### src/inc/cfr_pkg.sv
package cfr_pkg;
  // ==========================================================================
  // Register map (APB byte addresses)
  localparam logic [7:0] ADDR_SUBREG = 8'h14;
  localparam logic [7:0] ADDR_OUTIN = 8'h18;
  localparam logic [7:0] ADDR_STATUS = 8'h1C;
  // ==========================================================================
  // Sub-register selector codes in bits 7:6
  localparam int SEL_HI = 7;
  localparam int SEL_LO = 6;
  localparam logic [1:0] SEL_ADC_GAIN = 2'h0;
  localparam logic [1:0] SEL_DAC_GAIN = 2'h1;
  localparam logic [1:0] SEL_SIDETONE = 2'h2;
  localparam logic [1:0] SEL_VERSION = 2'h3;
  localparam logic [5:0] GAIN_RESET = 6'h2A;
  localparam logic [5:0] SIDETONE_RESET = 6'h38;
  localparam logic [5:0] SIDETONE_RW_MASK = 6'h3B;
  // Arbitrary neutral version value
  localparam logic [5:0] CHIP_VERSION_ID = 6'h05;
  // ==========================================================================
  // Output/input control fields
  localparam int CFG_BIT = 7;
  localparam int SILENCE1_BIT = 6;
  localparam int SILENCE2_BIT = 5;
  localparam int DRV_HI = 4;
  localparam int DRV_LO = 3;
  localparam int INSEL_HI = 2;
  localparam int INSEL_LO = 1;
  localparam logic [7:0] OUTIN_RESET = 8'h00;
  localparam logic [7:0] OUTIN_RW_MASK = 8'hFE;
  // Input source encodings
  localparam logic [1:0] IN_PAIR1 = 2'h0;
  localparam logic [1:0] IN_MIC_SELF = 2'h1;
  localparam logic [1:0] IN_MIC_EXT = 2'h2;
  localparam logic [1:0] IN_PAIR2 = 2'h3;
endpackage

### src/hdl/cfr_regs.sv
`timescale 1ns/1ps
module cfr_regs (
  input wire logic clk,
  input wire logic reset_n,
  input wire logic psel,
  input wire logic penable,
  input wire logic pwrite,
  input wire logic [7:0] paddr,
  input wire logic [31:0] pwdata,
  output logic [31:0] prdata,
  output logic pready,
  output logic pslverr,
  output logic singleEndedOut,
  output logic firstOutputSilence,
  output logic secondOutputSilence,
  output logic [1:0] outputDriverEnables,
  output logic [1:0] converterInputSelect,
  output logic [5:0] adcGain,
  output logic [5:0] dacGain
);
  // ==========================================================================
  // Bus decode
  logic access, wrEn, rdEn, hitSub, hitOutin, hitStat;
  logic [7:0] outin_reg;
  logic [5:0] adcGain_reg, dacGain_reg, side_reg;
  logic [1:0] readPtr_reg;
  logic [7:0] rdByte;
  logic [1:0] wrSel;

  assign access = psel && penable && !pready;
  assign hitSub = paddr == cfr_pkg::ADDR_SUBREG;
  assign hitOutin = paddr == cfr_pkg::ADDR_OUTIN;
  assign hitStat = paddr == cfr_pkg::ADDR_STATUS;
  assign wrEn = access && pwrite;
  assign rdEn = access && !pwrite;
  assign wrSel = pwdata[cfr_pkg::SEL_HI:cfr_pkg::SEL_LO];

  // One wait state: answer comes one edge after the access phase starts
  always_ff @(posedge clk) begin
    if (!reset_n) begin
      pready <= 1'b0;
      pslverr <= 1'b0;
    end else begin
      pready <= access;
      pslverr <= access && !(hitSub || hitOutin || hitStat);
    end
  end

  // ==========================================================================
  // Output/input control; reserved bit is masked so it never stores
  always_ff @(posedge clk) begin
    if (!reset_n) begin
      outin_reg <= cfr_pkg::OUTIN_RESET;
    end else if (wrEn && hitOutin) begin
      outin_reg <= pwdata[7:0] & cfr_pkg::OUTIN_RW_MASK;
    end
  end

  // Sub-register writes; version code falls through untouched
  always_ff @(posedge clk) begin
    if (!reset_n) begin
      adcGain_reg <= cfr_pkg::GAIN_RESET;
      dacGain_reg <= cfr_pkg::GAIN_RESET;
      side_reg <= cfr_pkg::SIDETONE_RESET;
    end else if (wrEn && hitSub) begin
      case (wrSel)
        cfr_pkg::SEL_ADC_GAIN: adcGain_reg <= pwdata[5:0];
        cfr_pkg::SEL_DAC_GAIN: dacGain_reg <= pwdata[5:0];
        cfr_pkg::SEL_SIDETONE:
          side_reg <= pwdata[5:0] & cfr_pkg::SIDETONE_RW_MASK;
        default: ; // Version is read-only
      endcase
    end
  end

  // Read sequence pointer: each sub-register read advances, wraps at four
  always_ff @(posedge clk) begin
    if (!reset_n) begin
      readPtr_reg <= cfr_pkg::SEL_ADC_GAIN;
    end else if (rdEn && hitSub) begin
      readPtr_reg <= readPtr_reg + 2'h1;
    end
  end

  // Read mux: on sub-register reads the selector code rides in the top two bits of the byte
  always_comb begin
    rdByte = 8'h00;
    if (hitOutin) begin
      rdByte = outin_reg; // Bit 0 held at zero
    end else if (hitStat) begin
      rdByte = {6'h00, readPtr_reg};
    end else if (hitSub) begin
      case (readPtr_reg)
        cfr_pkg::SEL_ADC_GAIN: rdByte = {readPtr_reg, adcGain_reg};
        cfr_pkg::SEL_DAC_GAIN: rdByte = {readPtr_reg, dacGain_reg};
        cfr_pkg::SEL_SIDETONE: rdByte = {readPtr_reg, side_reg};
        default: rdByte = {readPtr_reg, cfr_pkg::CHIP_VERSION_ID};
      endcase
    end
  end

  always_ff @(posedge clk) begin
    if (!reset_n) begin
      prdata <= 32'h0000_0000;
    end else if (rdEn) begin
      prdata <= {24'h000000, rdByte};
    end
  end

  // ==========================================================================
  // Control outputs registered from the field store; the extra stage keeps
  // every pin glitch free at the price of one cycle of delay
  always_ff @(posedge clk) begin
    if (!reset_n) begin
      singleEndedOut <= 1'b0;
      firstOutputSilence <= 1'b0;
      secondOutputSilence <= 1'b0;
      outputDriverEnables <= 2'h0;
      converterInputSelect <= cfr_pkg::IN_PAIR1;
    end else begin
      singleEndedOut <= outin_reg[cfr_pkg::CFG_BIT];
      firstOutputSilence <= outin_reg[cfr_pkg::SILENCE1_BIT];
      secondOutputSilence <= outin_reg[cfr_pkg::SILENCE2_BIT];
      outputDriverEnables <=
        outin_reg[cfr_pkg::DRV_HI:cfr_pkg::DRV_LO];
      converterInputSelect <=
        outin_reg[cfr_pkg::INSEL_HI:cfr_pkg::INSEL_LO];
    end
  end

  // Gain copies for the analog side; both start at their reset code
  always_ff @(posedge clk) begin
    if (!reset_n) begin
      adcGain <= cfr_pkg::GAIN_RESET;
      dacGain <= cfr_pkg::GAIN_RESET;
    end else begin
      adcGain <= adcGain_reg;
      dacGain <= dacGain_reg;
    end
  end
endmodule

### config.mk
export PLATFORM = sky130hd
export DESIGN_NAME = cfr_regs
export DESIGN_NICKNAME = d
export VERILOG_FILES = /design/src/inc/cfr_pkg.sv /design/src/hdl/cfr_regs.sv
export SDC_FILE = /design/constraint.sdc
export NUM_CORES = 1
export LEC_CHECK = 0
export ABC_AREA = 1
export BUFFER_PORTS_ARGS = -buffer_cell sky130_fd_sc_hd__buf_2
export CORE_UTILIZATION = 52
export CTS_CLUSTER_DIAMETER = 80
export DETAILED_ROUTE_END_ITERATION = 8
export GPL_ROUTABILITY_DRIVEN = 1
export PLACE_DENSITY = 0.85
export SYNTH_ARGS = -nofsm -noshare
export SYNTH_HDL_FRONTEND = slang
export SYNTH_SLANG_ARGS = --single-unit
### constraint.sdc
create_clock -name clk -period 2.65 [get_ports clk]
set_clock_uncertainty 0.2 [all_clocks]
set_input_delay 0.3975 -clock clk [delete_from_list [all_inputs] [get_ports clk]]
set_output_delay 0.3975 -clock clk [all_outputs]
set_load 0.05 [all_outputs]
; ---- Word level (Yosys, flattened, before mapping)
; Cells that the tools add are included.
[word_totals]
register_bits = 55
word_cells = 45
[op_classes]
addsub = 1
eq_ne = 7
n_mux = 4
n_reduce_logical = 18
[ops]
columns = operator, count
row1 = "== test 8 x 5 -> 1 bit, second input constant", 3
row2 = two-way mux 8 bit, 3
row3 = case mux 6 bit (3 select lines), 1
row4 = logical AND 1 bit, 8
row5 = AND reduction 2 bit, 3
row6 = "== test 2 x 1 -> 1 bit, second input constant", 2
row7 = "== test 2 bit, second input constant", 2
row8 = logical NOT 2 bit, 2
row9 = logical NOT 1 bit, 3
row10 = "adder 2 x 1 -> 2 bit, second input constant", 1
row11 = logical OR 1 bit, 2

; ---- Logic depth before layout (Yosys ltp)
[depth]
word_depth = 5
ltp_mapped = 10
ltp_nobuf = 10

; ---- Worst setup path after synthesis
; OpenSTA, ideal clock, no wires.
[synth_path]
path_type = register to register
from = register pready
to = register adcGain_reg[1]
setup_time_ps = 134
arrival_ps = 1313
required_ps = 2316
setup_slack_ps = 1003
stages_incl_launch_ff = 9
period_less_slack_ps = 1647
path_cell_list = dfxtp_1 -> nor2_2 -> nand2_2 -> nor2_4 -> nand2_4 -> clkinv_4 -> nand2_2 -> nand2_1 -> nand3_1
[synth_between]
elab_chain_cells = 5
[synth_rtl]
columns = element, line
row1 = start: declaration, cfr_regs.sv:11  ; output logic pready,
row2 = start signal: assignment, cfr_regs.sv:44  ; pready <= access;
row3 = logical NOT 1 bit, cfr_regs.sv:30  ; assign access = psel && penable && !pready;
row4 = logical AND 1 bit, cfr_regs.sv:30
row5 = logical AND 1 bit, cfr_regs.sv:34  ; assign wrEn = access && pwrite;
row6 = logical AND 1 bit, cfr_regs.sv:65  ; end else if (wrEn && hitSub) begin
row7 = AND reduction 2 bit (no source line), -
row8 = end signal: assignment, cfr_regs.sv:62  ; adcGain_reg <= cfr_pkg::GAIN_RESET;
row9 = end signal: assignment, cfr_regs.sv:67  ; cfr_pkg::SEL_ADC_GAIN: adcGain_reg <= pwdata[5:0];
row10 = end: declaration, cfr_regs.sv:25  ; logic [5:0] adcGain_reg, dacGain_reg, side_reg;
; No other way between the ends.
; A chain may end at the register's enable or synchronous reset.

; ---- Final worst setup path
[layout_path]
from = register readPtr_reg[0]
to = register prdata[0]
[layout_between]
elab_chain_cells = 5
[layout_rtl]
columns = element, line
row1 = start: declaration, cfr_regs.sv:26  ; logic [1:0] readPtr_reg;
row2 = start signal: assignment, cfr_regs.sv:79  ; readPtr_reg <= cfr_pkg::SEL_ADC_GAIN;
row3 = start signal: assignment, cfr_regs.sv:81  ; readPtr_reg <= readPtr_reg + 2'h1;
row4 = "== test 2 bit, or another cell as far along", cfr_regs.sv:93  ; case (readPtr_reg)
row5 = case mux 6 bit (3 select lines), cfr_regs.sv:93
row6 = two-way mux 8 bit, cfr_regs.sv:92  ; end else if (hitSub) begin
row7 = two-way mux 8 bit *, cfr_regs.sv:90  ; end else if (hitStat) begin
row8 = two-way mux 8 bit *, cfr_regs.sv:88  ; if (hitOutin) begin
row9 = end signal: assignment, cfr_regs.sv:106  ; prdata <= {24'h000000, rdByte};
row10 = end: declaration, cfr_regs.sv:10  ; output logic [31:0] prdata,
; Every way passes the cells marked *; elsewhere a longest branch is shown, timed or not.

==> impl_metrics.py <==
metrics = {
    "status": {
        "status": "finished with violations",
        "violations": "DRC",
    },
    "die": {
        "die_w_um": 71.3,
        "design.core.area_um2": 4470,
        "fp-row-count": 24,
        "io_pins": 98,
        "die_area_um2": 5090,
        "start_util": 0.559,
        "die-height_um": 71.3,
    },
    "timing": {
        "slew_viol_final": 0,
        "clock.fmax_mhz": 585,
        "slew_headroom": 0.631,
        "post-route-min-period_ns": 1.71,
        "tightestPinTransition_ns": 0.552,
        "period_share": 0.646,
        "finalSetupViolCount": 0,
        "final_hold_viol_count": 0,
        "setup_ws_ns": 0.939,
        "rsz0062_at_grt": "no",
        "finalSetupTns_ns": 0,
    },
    "layout": {
        "n_antenna_cell": 0,
        "final_nets": 429,
        "fill_cells": 390,
        "drive_above_1_share": 0.226,
        "fin_area_um2": 2790,
        "fin_cells": 433,
        "syn2layout_area_growth_pct": 11.6,
    },
    "clock_network": {
        "clock_path_buffers": 2,
        "numCtsBuffers": 5,
        "clock-sinks": 55,
        "cts-root-buf": "clkbuf_8",
        "clk_latency_ns": 0.32,
        "cts_tree": "yes",
        "postCtsSetupBuffers": 0,
        "cts-htree-levels": 2,
        "post_cts_resized": 0,
        "holdBufCountCts": 0,
        "path_clk_slew_ns": 0.11,
    },
    "synthesis": {
        "syn-mean-instance-area_um2": 7.55,
        "netlist.area_leader.share": 0.440,
        "synth_top_family_by_area": "simple AND/OR/NAND/NOR gates",
        "synthAdderAreaFrac": 0.0200,
        "synthTopCellsByArea": "dfxtp_1 44%, nand2_1 12%, buf_4 7.5%, nand3_1 6.6%, inv_1 5.4%",
        "async_flop_share": 0,
        "synth_edf_count": 0,
        "yosysSeqAreaShare": 0.440,
        "synthTopCellsByCount": "81 x nand2_1, 55 x dfxtp_1, 36 x inv_1",
        "synth-xor-area-share": 0,
        "synthesis.area_um2": 2500,
        "synth.most_common_cell": "nand2_1",
        "synth_compound_area_frac": 0.0661,
        "yosysTopAreaCell": "dfxtp_1",
        "yosys.area_share.simple": 0.325,
        "ys_types": 28,
        "ys.flop_type": "dfxtp_1",
        "synthCells": 331,
        "synthMuxAreaShare": 0,
        "ys_warn_count": 0,
        "synth_seq_cells": 55,
    },
    "hold_path": {
        "hp-class": "in2reg",
        "holdPathStages": 3,
    },
    "global_routing": {
        "antenna_found_initial": 0,
        "grt_max_degree": 37,
        "globalRouteTotalUtil": 0.210,
        "grt.overflow.total": 0,
        "grt_pass1_vias": 1828,
        "grt_pass1_wl_um": 8290,
    },
    "place": {
        "dpl.hpwl_um": 3770,
        "place_area_um2": 2690,
        "dpl_worst_slack_ns": 0.871,
        "gp_congestion": 0.901,
        "io_buffers": 49,
        "placedCellCount": 425,
    },
    "drt": {
        "drt_first_pass_iters": 7,
        "ant_nets": 0,
        "routed-via-count": 2135,
        "vias_per_cell": 4.93,
        "drt_iter0_markers": 298,
        "drcViolationCount": 4,
        "wl_per_cell_um": 11.6,
        "wl_um": 5040,
    },
    "power": {
        "swShare": 0.296,
        "clkPwrFrac": 0.332,
        "power.leakage_nw": 1.49,
        "power_density_nw_per_um2": 535,
        "finalPower_mw": 1.49,
        "pwr-share-seq": 0.557,
        "combPwrFrac": 0.111,
        "ir_worst_vdd_mv": 0.256,
        "intPower_mw": 1.05,
        "p_sw_mw": 0.441,
    },
    "worst_setup_path": {
        "crit_fanout": 6,
        "criticalPathCategory": "reg2reg",
        "required_ns": 2.64,
        "end_kind": "flip-flop",
        "critPathLaunchType": "flip-flop",
        "r2r_slack_ns": 0.94,
        "reg2regPathDepth": 10,
        "arrival_ns": 1.70,
    },
    "job": {
        "drv_cap": 0,
    },
}
[cell families (layout without fill, tap and decap cells)]
family	Yosys count	in the layout
AND/OR/NAND/NOR	170	170
buffers and inverters	71	98
flip-flops	55	55
AO/OA/AOI/OAI	30	30
adder cells (fa/ha/maj)	4	4
other	1	24
[placed cells by master (no fill, tap or decap), types with 2 or more instances in the layout]
cell type,synthesis,layout
nand2_1,81,81
dfxtp_1,55,55
buf_2,1,49
inv_1,36,36
nand3_1,33,33
nor2_1,28,28
conb_1,1,24
a21oi_1,14,14
o21ai_0,9,9
or2_2,6,6
nor2_2,5,5
clkbuf_8,0,5
ha_1,4,4
nand2_2,3,3
inv_2,3,3
nand3_2,3,3
clkinv_4,1,3
o211ai_1,3,3
a21boi_0,3,3
nand4_1,3,3
nor2_4,2,2
nand2_4,2,2
[per-layer routing]
layer / vias up / track usage / share of wire
li1: 1078 / - / -
met4: 0 / 0.104 / 0.026
met5: - / 0 / 0
met3: 11 / 0.0338 / 0.078
met2: 108 / 0.343 / 0.47
met1: 938 / 0.271 / 0.43
[worst max-delay path, stage by stage, from the launching register on]
cell and delay [ns]:
dfxtp_1 0.38, inv_1 0.12, ha_1 0.30, nand2_1 0.10
nand3_1 0.10, nor2_1 0.11, nand2_1 0.06, nand2_1 0.06
inv_1 0.04, nand2_1 0.06, a21oi_1 0.06
[final cells by class]
class,count,area [µm²],share of cell area
multi-input combinational,228,1120,0.401
sequential,55,1100,0.395
timing repair buffer,50,253,0.0906
inverter,40,155,0.0556
clock buffer,5,68.8,0.0247
tap,52,65.1,0.0233
clock inverter,3,28.8,0.0103
[stage by stage]
step / utilization / hold slack [ns]
after global routing: 0.624 / 0.152
after CTS: 0.624 / 0.145
after detailed placement: 0.602 / 0.236
final: 0.624 / 0.152
after floorplan: - / 0.207
after global placement: 0.602 / 0.227
[worst paths after layout]
path	from	to
hold reg to reg	outin_reg[1]	converterInputSelect[0]
setup reg to reg	readPtr_reg[0]	prdata[0]
hold / removal	pwdata[3]	adcGain_reg[3]
setup / recovery	readPtr_reg[0]	prdata[0]
[power groups by stage]
stage,clock (mW),combinational (mW),sequential [mW]
after floorplan,0,0.145,0.863
after global placement,0,0.161,0.850
after detailed placement,0,0.164,0.850
after CTS,0.494,0.164,0.831
after global routing,0.532,0.176,0.832
final,0.496,0.165,0.831
(Power assumes the default switching activity.)
